### config.mk
export PLATFORM = sky130hd
export DESIGN_NAME = wake_event_runtime_block
export DESIGN_NICKNAME = d
export VERILOG_FILES = /design/src/verilog/wake_event_runtime_block.v
export VERILOG_INCLUDE_DIRS = /design/src /design/src/verilog
export SDC_FILE = /design/constraint.sdc
export NUM_CORES = 1
export LEC_CHECK = 0
export BUFFER_PORTS_ARGS = -buffer_cell sky130_fd_sc_hd__buf_2
export CAP_MARGIN = 40
export CORE_MARGIN = 3
export CORE_UTILIZATION = 35
export DETAILED_ROUTE_END_ITERATION = 8
export SYNTH_ARGS = -nofsm -noshare
export SYNTH_HDL_FRONTEND = slang
export SYNTH_SLANG_ARGS = --single-unit
### constraint.sdc
create_clock -name clk_sys -period 6.4 [get_ports clk_sys]
set_clock_uncertainty 0.1 [all_clocks]
set_input_delay 1.6 -clock clk_sys [delete_from_list [all_inputs] [get_ports clk_sys]]
set_output_delay 1.6 -clock clk_sys [all_outputs]
set_load 0.01 [all_outputs]
### src/verilog/wake_event_defs.vh
// Offsets, field positions, reset values and masks of the wake event runtime block
`ifndef WAKE_EVENT_DEFS_VH
`define WAKE_EVENT_DEFS_VH

// ==========================================================
// Runtime register offsets within the 16-byte block
`define OFS_WAKE_GLOBAL_STATUS 4'h0
`define OFS_WAKE_GLOBAL_ENABLE 4'h1
`define OFS_WAKE_SOURCE_STATUS_1 4'h2
`define OFS_WAKE_SOURCE_STATUS_2 4'h3
`define OFS_WAKE_SOURCE_STATUS_3 4'h4
`define OFS_WAKE_SOURCE_ENABLE_1 4'h5
`define OFS_WAKE_SOURCE_ENABLE_2 4'h6
`define OFS_WAKE_SOURCE_ENABLE_3 4'h7
`define OFS_SYSMGMT_STATUS_1 4'h8
`define OFS_SYSMGMT_STATUS_2 4'h9
`define OFS_SYSMGMT_ENABLE_1 4'ha
`define OFS_SYSMGMT_ENABLE_2 4'hb
`define OFS_GPIO_DATA_PORT_1 4'hc
`define OFS_GPIO_DATA_PORT_2 4'hd
`define OFS_GPIO_DATA_PORT_3 4'he
`define OFS_GPIO_DATA_PORT_4 4'hf

// ==========================================================
// Reset values
`define RST_REG8 8'h00
`define RST_SYSMGMT_STATUS_2 8'h01
`define RST_SRC24 24'h00_0000

// ==========================================================
// Field positions
`define BIT_GLOBAL_STATUS 0
`define BIT_GLOBAL_ENABLE 0
`define BIT_PARALLEL_INT 0
`define BIT_WAKE_POLARITY 5
`define BIT_WAKE_PUSH_PULL 7

// ==========================================================
// Source vector layout: status 1 bits 7:0, status 2 bits 15:8, status 3 bits 23:16
`define SRC_COUNT 24
`define SRC_RING_A 8
`define SRC_RING_B 9
`define SRC_IMPLEMENTED_MASK 24'hFF_7FFF

// ==========================================================
// Address decode
`define ADDR_UPPER_ZERO 4'h0
`define BASE_MINIMUM 12'h100

`endif

### src/verilog/wake_event_runtime_block.v
// Wake event logic with its runtime register block on the host I/O port
`timescale 1ns/1ps
`default_nettype none
`include "wake_event_defs.vh"

// Summary of operation
// - Ring indicators and wake GPIO edges raise wake events.
// - Polarity config bit 5 selects wake output active high or low.
// - With config at reset, wake output is active low, open drain.
// - Driver type config bit 7 selects open drain or push-pull.
// - Global enable clear blocks the wake output entirely.
// - Global enable set lets any enabled source assert the wake output.
// - Source status bits record events regardless of any enable.
// - Global status bit 0 sets when any source status and enable both set.
// - Sources must be cleared before global clears; source clears on written one.
// - GPIO polarity picks the edge; non-inverted means rising edge.
// - Writing one clears global status, stopping the output; zero does nothing.
// - Global enable bit 0 resets to zero, disabling the output.
// - Decode compares address bits 11:4 to base, needs bits 15:12 zero.
// - No decode while the programmed base is below 0x100.
// - Wake registers reset to zero only on standby power-on reset.
// - Reserved bits read zero.
// - Parallel interrupt status reads one while port unpowered, else follows acknowledge.
module wake_event_runtime_block (
    // Clock and standby power-on reset
    input wire clk_sys,
    input wire sys_rst,
    // Host I/O register port
    input wire [15:0] io_addr,
    input wire io_wr,
    input wire io_rd,
    input wire [7:0] io_wdata,
    output reg [7:0] io_rdata,
    output reg io_rdata_valid,
    // Configuration inputs from the configuration register file
    input wire [15:0] runtime_base_config,
    input wire [7:0] gpio_polarity_config_2,
    input wire [7:0] gpio_driver_type_config,
    input wire [20:0] gpio_wake_polarity,
    input wire parallel_port_power,
    // Wake source pins and the printer acknowledge pin
    input wire ring_indicate_in_a_n,
    input wire ring_indicate_in_b_n,
    input wire [20:0] gpio_wake_in,
    input wire printer_ack_in_n,
    // Wake output pin, open-drain capable
    output reg wake_event_out,
    output reg wake_event_oe
);

    // ==========================================================
    // Source vector assembly
    wire [23:0] src_raw;
    wire [23:0] src_pol;
    // Ring indicators are active low: the falling edge is the active transition
    assign src_raw = {gpio_wake_in[20:13], 1'b0, gpio_wake_in[12:8],
                      ~ring_indicate_in_b_n, ~ring_indicate_in_a_n, gpio_wake_in[7:0]};
    assign src_pol = {gpio_wake_polarity[20:13], 1'b0, gpio_wake_polarity[12:8],
                      2'b00, gpio_wake_polarity[7:0]};

    // ==========================================================
    // Synchronisers and edge detectors
    reg [23:0] sync1_q;
    reg [23:0] sync2_q;
    reg [23:0] prev_q;
    wire [23:0] src_evt;

    genvar g;
    generate
        for (g = 0; g < `SRC_COUNT; g = g + 1) begin : g_src
            always @(posedge clk_sys) begin
                if (sys_rst) begin
                    sync1_q[g] <= 1'b0;
                    sync2_q[g] <= 1'b0;
                    // Prime to the idle level so an inverted pin gives no false edge at release
                    prev_q[g] <= src_pol[g];
                end else begin
                    sync1_q[g] <= src_raw[g];
                    sync2_q[g] <= sync1_q[g];
                    prev_q[g] <= sync2_q[g] ^ src_pol[g];
                end
            end
            assign src_evt[g] = (sync2_q[g] ^ src_pol[g]) & ~prev_q[g];
        end
    endgenerate

    // ==========================================================
    // Printer acknowledge synchroniser
    reg ack1_q;
    reg ack2_q;
    always @(posedge clk_sys) begin
        if (sys_rst) begin
            ack1_q <= 1'b1;
            ack2_q <= 1'b1;
        end else begin
            ack1_q <= printer_ack_in_n;
            ack2_q <= ack1_q;
        end
    end

    // ==========================================================
    // Address decode
    wire base_ok;
    wire hit;
    wire [3:0] ofs;
    assign base_ok = (runtime_base_config[11:0] >= `BASE_MINIMUM) &&
                     (runtime_base_config[15:12] == `ADDR_UPPER_ZERO);
    // 16-bit qualification, low nibble is the offset
    assign hit = base_ok && (io_addr[15:12] == `ADDR_UPPER_ZERO) &&
                 (io_addr[11:4] == runtime_base_config[11:4]);
    assign ofs = io_addr[3:0];
    wire wr_hit;
    assign wr_hit = hit & io_wr;

    // ==========================================================
    // Register state
    reg global_sts_q;
    reg global_en_q;
    reg [23:0] src_sts_q;
    reg [23:0] src_en_q;
    reg [7:0] sysmgmt_status_1_q;
    reg [7:0] sysmgmt_status_2_q;
    reg [7:0] sysmgmt_enable_1_q;
    reg [7:0] sysmgmt_enable_2_q;
    reg [7:0] gp_data_q [0:3];

    // Write-one masks for the three source status bytes
    reg [23:0] src_clr;
    reg [23:0] src_en_d;
    always @* begin
        src_clr = `RST_SRC24;
        src_en_d = src_en_q;
        if (wr_hit) begin
            case (ofs)
                `OFS_WAKE_SOURCE_STATUS_1: src_clr[7:0] = io_wdata;
                `OFS_WAKE_SOURCE_STATUS_2: src_clr[15:8] = io_wdata;
                `OFS_WAKE_SOURCE_STATUS_3: src_clr[23:16] = io_wdata;
                `OFS_WAKE_SOURCE_ENABLE_1: src_en_d[7:0] = io_wdata;
                `OFS_WAKE_SOURCE_ENABLE_2: src_en_d[15:8] = io_wdata;
                `OFS_WAKE_SOURCE_ENABLE_3: src_en_d[23:16] = io_wdata;
                default: src_clr = `RST_SRC24;
            endcase
        end
    end

    wire any_pending;
    assign any_pending = |(src_sts_q & src_en_q);

    always @(posedge clk_sys) begin
        if (sys_rst) begin
            src_sts_q <= `RST_SRC24;
            src_en_q <= `RST_SRC24;
            global_sts_q <= 1'b0;
            global_en_q <= 1'b0;
        end else begin
            src_sts_q <= ((src_sts_q & ~src_clr) | src_evt) & `SRC_IMPLEMENTED_MASK;
            src_en_q <= src_en_d & `SRC_IMPLEMENTED_MASK;
            if (any_pending) begin
                global_sts_q <= 1'b1;
            end else if (wr_hit && ofs == `OFS_WAKE_GLOBAL_STATUS &&
                         io_wdata[`BIT_GLOBAL_STATUS]) begin
                global_sts_q <= 1'b0;
            end
            if (wr_hit && ofs == `OFS_WAKE_GLOBAL_ENABLE) begin
                global_en_q <= io_wdata[`BIT_GLOBAL_ENABLE];
            end
        end
    end

    // ==========================================================
    // System management and GPIO data storage; their own logic lives elsewhere
    integer i;
    always @(posedge clk_sys) begin
        if (sys_rst) begin
            sysmgmt_status_1_q <= `RST_REG8;
            sysmgmt_status_2_q <= `RST_SYSMGMT_STATUS_2;
            sysmgmt_enable_1_q <= `RST_REG8;
            sysmgmt_enable_2_q <= `RST_REG8;
            for (i = 0; i < 4; i = i + 1) begin
                gp_data_q[i] <= `RST_REG8;
            end
        end else if (wr_hit) begin
            case (ofs)
                `OFS_SYSMGMT_STATUS_1: sysmgmt_status_1_q <= io_wdata;
                `OFS_SYSMGMT_STATUS_2: sysmgmt_status_2_q <= io_wdata;
                `OFS_SYSMGMT_ENABLE_1: sysmgmt_enable_1_q <= io_wdata;
                `OFS_SYSMGMT_ENABLE_2: sysmgmt_enable_2_q <= io_wdata;
                `OFS_GPIO_DATA_PORT_1: gp_data_q[0] <= io_wdata;
                `OFS_GPIO_DATA_PORT_2: gp_data_q[1] <= io_wdata;
                `OFS_GPIO_DATA_PORT_3: gp_data_q[2] <= io_wdata;
                `OFS_GPIO_DATA_PORT_4: gp_data_q[3] <= io_wdata;
                default: sysmgmt_status_1_q <= sysmgmt_status_1_q;
            endcase
        end
    end

    wire parallel_int_status;
    assign parallel_int_status = parallel_port_power ? ack2_q : 1'b1;

    // ==========================================================
    // Read mux
    reg [7:0] rd_d;
    always @* begin
        rd_d = 8'h00;
        case (ofs)
            `OFS_WAKE_GLOBAL_STATUS: rd_d[`BIT_GLOBAL_STATUS] = global_sts_q;
            `OFS_WAKE_GLOBAL_ENABLE: rd_d[`BIT_GLOBAL_ENABLE] = global_en_q;
            `OFS_WAKE_SOURCE_STATUS_1: rd_d = src_sts_q[7:0];
            `OFS_WAKE_SOURCE_STATUS_2: rd_d = src_sts_q[15:8];
            `OFS_WAKE_SOURCE_STATUS_3: rd_d = src_sts_q[23:16];
            `OFS_WAKE_SOURCE_ENABLE_1: rd_d = src_en_q[7:0];
            `OFS_WAKE_SOURCE_ENABLE_2: rd_d = src_en_q[15:8];
            `OFS_WAKE_SOURCE_ENABLE_3: rd_d = src_en_q[23:16];
            `OFS_SYSMGMT_STATUS_1: rd_d = sysmgmt_status_1_q;
            `OFS_SYSMGMT_STATUS_2: rd_d = {sysmgmt_status_2_q[7:1], parallel_int_status};
            `OFS_SYSMGMT_ENABLE_1: rd_d = sysmgmt_enable_1_q;
            `OFS_SYSMGMT_ENABLE_2: rd_d = sysmgmt_enable_2_q;
            `OFS_GPIO_DATA_PORT_1: rd_d = gp_data_q[0];
            `OFS_GPIO_DATA_PORT_2: rd_d = gp_data_q[1];
            `OFS_GPIO_DATA_PORT_3: rd_d = gp_data_q[2];
            `OFS_GPIO_DATA_PORT_4: rd_d = gp_data_q[3];
            default: rd_d = 8'h00;
        endcase
    end

    always @(posedge clk_sys) begin
        if (sys_rst) begin
            io_rdata <= 8'h00;
            io_rdata_valid <= 1'b0;
        end else begin
            io_rdata_valid <= hit & io_rd;
            // Undecoded reads return zero so a stale value never leaks
            io_rdata <= (hit & io_rd) ? rd_d : 8'h00;
        end
    end

    // ==========================================================
    // Wake output driver
    wire wake_active;
    wire act_high;
    wire push_pull;
    assign wake_active = global_en_q & global_sts_q;
    assign act_high = gpio_polarity_config_2[`BIT_WAKE_POLARITY];
    assign push_pull = gpio_driver_type_config[`BIT_WAKE_PUSH_PULL];

    wire level;
    assign level = wake_active ~^ act_high;

    always @(posedge clk_sys) begin
        if (sys_rst) begin
            wake_event_out <= 1'b0;
            wake_event_oe <= 1'b0;
        end else if (push_pull) begin
            wake_event_out <= level;
            wake_event_oe <= 1'b1;
        end else begin
            // Open drain only ever pulls low; the high level comes from the pull-up
            wake_event_out <= 1'b0;
            wake_event_oe <= ~level;
        end
    end

endmodule
`default_nettype wire

==> run summary, run 1 <==
status - finished clean
WL/cell - 18.5 um
Congestion Overflow GR - 0
f_max - 264 MHz
Die Span X - 162 um
Post-Synthesis Cells - 839
sequential area share after synthesis - 49.1%
RePlAce Congestion - 0.894
setup slack after layout - 2.61 ns
Req. time, crit path - 6.66 ns
CP max stage delay - 0.68 ns
R2R Setup Slk - 4.78 ns
DRC viols - 0
CTS tree - done
die area - 26300 um2
largest vdd supply drop - 135 uV
vias in the first global route - 6197
Worst-Margin Slew - 0.849 ns
Rows - 56
setup TNS - 0 ns
Clock Tree Buf Depth - 2
Setup Slack @ Placement - 2.25 ns
Final Hold Viols - 0
vias per inst - 5.14
clk sinks - 193
Final Cycle Share - 59.2%
I/O pins - 117
routed vias - 6355
placed cell count - 1207
multi-input logic area - 3990 um2
H-tree depth - 4
reg-to-reg critical path endpoint - io_rdata[1]
crit end category - register
Worst Setup EP - src_en_q[18]
port bufs - 98
share of cells above drive strength 1 - 19.3%
critical path buffer and inverter count - 2
Hold Path Depth - 1
crit path launch - io_addr[2]
total setup buffers inserted after CTS - 0
Max Cap Viol - 0
final setup fails - 0
Starting Density - 36.0%
count of cell types in the netlist - 57
Flop pwr share - 51.3%
worst skew pair latency - 0.44 ns
Reg2Reg Launch Point - sysmgmt_status_2_q[1]
Core ar. - 23700 um2
combinational power share - 8.5%
CP max-delay cell - nor4_4
leakage power - 3.83 nW
hold buffer count at CTS - 0
warnings from Yosys - 0
Worst setup SP type - input pin
Placed Area - 9180 um2
EDFF count, synth - 32
Max Transition Viols Final - 0
Slew headroom - 43.0%
Final Critical Period - 3.79 ns
critical path's top delay family - simple AND/OR/NAND/NOR gates
hold_sp - ack1_q
Die Y-Extent - 162 um
HP Class - register to register
pin count of the biggest net entering global routing - 87
Area growth syn-to-layout - 14.2%
sw frac - 25.9%
most frequent cells in the layout - dfxtp_1 (161), buf_2 (99), nand2b_1 (75)
CTS resizes - 0
P per Cell Area - 262 nW/um2
DR pass1 iterations - 5
unrepaired setup endpoints after global routing - false
mapped cell area - 8530 um2
Worst-path clk slew - 0.07 ns
Yosys reg bits - 193
clock power share - 40.2%
Avg Cell Area, Syn - 10.2 um2
Crit path depth - 6
CTS root buffer - clkbuf_16
design area - 9740 um2
CP Max Fanout - 24
initial antenna violation count - 2
GRT Total Usage - 17.7%
Post-DRT Antenna Nets - 0
Initial DRC Count - 613
sw power - 661 uW
Layout fillers - 2412
first-pass GRT wire length - 35900 um
post-DP HPWL - 16500 um
diodes inserted - 0
Primary FF master, synth - dfxtp_1
Async SR Flop Fraction - 0%
Int Pwr - 1.89 mW
Worst EP arrival - 4.05 ns
Final #Nets - 1013
Power, Total - 2.55 mW
syn_nets - 945
most common cell after layout, fill and taps aside - dfxtp_1
Num CTS Buffers - 17
critical path class - input pin to register
Cell Chain, Critical Path - buf_2, inv_1, nor2_1, nand3_1, nor4_4, mux2i_1
Reg2Reg Depth - 5
register area - 4180 um2
drt total wl - 22900 um
fin cells - 1237
-- sequential cells by signal, indices dropped and copies added, names as in the netlist, 7 cells and up --
name and count:
src_en_q 23, sysmgmt_status_2_q 7, io_rdata 8, sysmgmt_enable_1_q 8
gp_data_q 32, sysmgmt_enable_2_q 8, sync1_q 23, prev_q 23
sysmgmt_status_1_q 8, src_sts_q 23, sync2_q 23
-- worst register-to-register path, cell delays in order, from the launching register on --
cell      delay, ns
dfxtp_1        0.31
mux2_2         0.26
a21oi_1        0.17
nand3_1        0.10
a221oi_1       0.40
a21oi_1        0.16
-- kinds of logic after synthesis --
logic type,count (synthesis),share of synthesized area (%)
mux,75,8.91
simple gates,311,21.0
xor+xnor,51,5.33
compound gates,136,11.5
flops,193,49.1
buf+inv,73,4.17
-- synthesized netlist by cell type (all sizes together) (2+ instances only) --
master / number / area share, %
a21oi: 39 / 2.3
a221oi: 6 / 0.62
a222oi: 3 / 0.35
a22o: 11 / 1.1
a22oi: 14 / 1.2
a31oi: 7 / 0.51
a32o: 2 / 0.23
a32oi: 2 / 0.21
a41o: 4 / 0.47
and2: 3 / 0.22
buf: 12 / 1.1
clkbuf: 46 / 2.4
dfxtp: 161 / 38
edfxtp: 32 / 11
inv: 15 / 0.66
mux2: 7 / 0.92
mux2i: 68 / 8.0
nand2: 37 / 1.6
nand2b: 75 / 5.5
nand3: 27 / 1.6
nand3b: 6 / 0.53
nand4: 3 / 0.22
nor2: 57 / 2.5
nor2b: 54 / 4.0
nor3: 3 / 0.18
nor3b: 2 / 0.18
nor4: 6 / 0.84
o211ai: 2 / 0.18
o21ai: 10 / 0.59
o22ai: 2 / 0.15
o31ai: 2 / 0.18
o32ai: 2 / 0.21
o41ai: 25 / 2.7
or2: 4 / 0.29
or2b: 24 / 2.4
or4: 7 / 0.66
xnor2: 38 / 4.0
xor2: 13 / 1.3
-- per-stage QoR --
stage | hold slack (ns) | util (%)
after floorplan | 0.289 | -
after global placement | 0.294 | 38.7
after detailed placement | 0.297 | 38.8
after CTS | 0.314 | 41.1
after global routing | 0.346 | 41.1
final | 0.310 | 41.1
-- how the worst min path moves through the flow --
stage / end / slack (ns)
after global routing: ack2_q / 0.35
after detailed placement: ack2_q / 0.30
after global placement: ack2_q / 0.29
after floorplan: ack2_q / 0.29
after CTS: ack2_q / 0.31
final: ack2_q / 0.31
-- layout make-up --
class                   count  area share, %
flip-flops and latches    193           42.9
multi-input cells         573           40.9
repair buffers            107           5.70
clock buffers              18           4.51
well taps                 319           4.10
clock inverters            12           1.23
inverters                  15          0.578
-- power by group through the flow --
stage               sequential [mW]  clock (mW)  combinational (mW)
floorplan                      1.32           0               0.140
global placement               1.33           0               0.215
detailed placement             1.34           0               0.217
CTS                            1.31        1.04               0.218
global route                   1.31        1.09               0.240
finish                         1.31        1.02               0.218
-- metal layers --
layer / vias to the layer above / track usage (%) / routed length [um]
li1: 3071 / - / -
met1: 2964 / 25.0 / 10400
met2: 282 / 27.2 / 10300
met3: 34 / 4.06 / 1670
met4: 4 / 5.35 / 487
met5: - / 0 / 23
No activity file was read; power rests on OpenSTA's default activity.
==> run 2, diff against run 1 <==
Clock period 6.4 ns to 3.1 ns, I/O delays scaled along.
==> run summary, run 2 (synthesis results as in run 1) <==
Post-DRT Antenna Nets - 0
RePlAce Congestion - 0.952
pin count of the biggest net entering global routing - 63
Congestion Overflow GR - 0
CP max stage delay - 0.67 ns
most common cell after layout, fill and taps aside - dfxtp_1
drt total wl - 23000 um
f_max - 381 MHz
Rows - 56
vias in the first global route - 6166
total setup buffers inserted after CTS - 0
Worst EP arrival - 2.82 ns
setup TNS - 0 ns
status - finished clean
Final #Nets - 1037
Final Critical Period - 2.63 ns
critical path class - input pin to register
port bufs - 98
P per Cell Area - 536 nW/um2
Hold WS - 0.314 ns
Largest Register - gp_data_q
Worst Setup EP - sysmgmt_status_1_q[0]
unrepaired setup endpoints after global routing - false
routed vias - 6374
Req. time, crit path - 3.29 ns
Max Cap Viol - 0
Power, Total - 5.36 mW
Reg2Reg Depth - 5
HP Class - register to register
reg-to-reg critical path endpoint - io_rdata[1]
first-pass GRT wire length - 35500 um
DRC viols - 0
Final Hold Viols - 0
Num CTS Buffers - 17
Reg2Reg Launch Point - sysmgmt_status_2_q[1]
Core ar. - 23700 um2
post-DP HPWL - 17000 um
Worst-path clk slew - 0.07 ns
CTS resizes - 0
largest vdd supply drop - 327 uV
CP Max Fanout - 8
DR pass1 iterations - 5
Max Transition Viols Final - 0
worst skew pair latency - 0.44 ns
final setup fails - 0
CTS root buffer - clkbuf_16
leakage power - 3.98 nW
I/O pins - 117
Setup Slack @ Placement - 0.0343 ns
Die Y-Extent - 162 um
crit end category - register
CP most frequent cell - or4_1
die area - 26300 um2
Clock Tree Buf Depth - 2
R2R Setup Slk - 1.41 ns
Area growth syn-to-layout - 17.3%
crit path launch - runtime_base_config[14]
Die Span X - 162 um
Initial DRC Count - 650
flip-flop count of the largest register after layout - 32
WL/cell - 18.2 um
setup slack after layout - 0.474 ns
Final Cycle Share - 84.7%
Worst setup SP type - input pin
initial antenna violation count - 3
Worst-Margin Slew - 0.681 ns
share of cells above drive strength 1 - 21.5%
CTS tree - done
CP max-delay cell - or4_1
Slew headroom - 54.4%
clk sinks - 193
most frequent cells in the layout - dfxtp_1 (161), buf_2 (97), nand2b_1 (75)
Starting Density - 36.0%
vias per inst - 5.04
hold buffer count at CTS - 0
H-tree depth - 4
GRT Total Usage - 17.7%
Cell Chain, Critical Path - buf_2, nor4_2, nand2_1, or4_1, or4_1, buf_4, mux2i_1
## run 2: changes by cell type in the layout (fill, tap and decap cells not counted)
cell,delta
buf_4,+23
inv_8,+3
clkinv_4,+1
buf_2,-2
buf_12,+3
clkinvlp_4,-1
inv_12,+1
clkinv_8,-1
diode_2,+1
inv_6,-2
clkbuf_8,+1
## run 2: layout make-up
cell class | count | area (um2)
multi-input combinational | 573 | 3990
antenna | 1 | 2.50
tap | 319 | 399
clock buffer | 19 | 453
sequential | 193 | 4180
fill | 2351 | 13700
inverter | 15 | 56.3
timing repair buffer | 131 | 778
clock inverter | 13 | 138
## run 2: metal layers
metal,track usage (%),share of wire [%],vias up
li1,-,-,3120
met4,5.12,2.0,4
met5,0,0.078,-
met2,28.0,46,215
met3,4.08,7.1,34
met1,24.2,45,3001
## run 2: worst max-delay path, delay by kind of cell
family / cells / cell delay (ns)
simple gates: 4 / 1.60
buf+inv: 2 / 0.31
mux: 1 / 0.13
## run 2: stage by stage
stage	std cells	util, %	instance area, um2
after floorplan	839	-	8530
after global placement	1231	39.7	9410
after detailed placement	1231	39.7	9410
after CTS	1263	42.2	10000
after global routing	1264	42.2	10000
final	1264	42.2	10000
## run 2: worst min-delay path by stage
stage	from	endpoint	slack, ns	cells past startpoint
after floorplan	ack1_q	ack2_q	0.29	1
after global placement	ack1_q	ack2_q	0.31	1
after detailed placement	ack1_q	ack2_q	0.30	1
after CTS	ack1_q	ack2_q	0.32	1
after global routing	sync1_q[3]	sync2_q[3]	0.35	1
final	ack1_q	ack2_q	0.31	1
## run 2: power breakdown
part           switching (mW)  internal, mW  total, mW
combinational           0.269         0.200      0.469
clock                    1.06          1.12       2.19
sequential             0.0589          2.64       2.70
total                    1.39          3.96       5.36
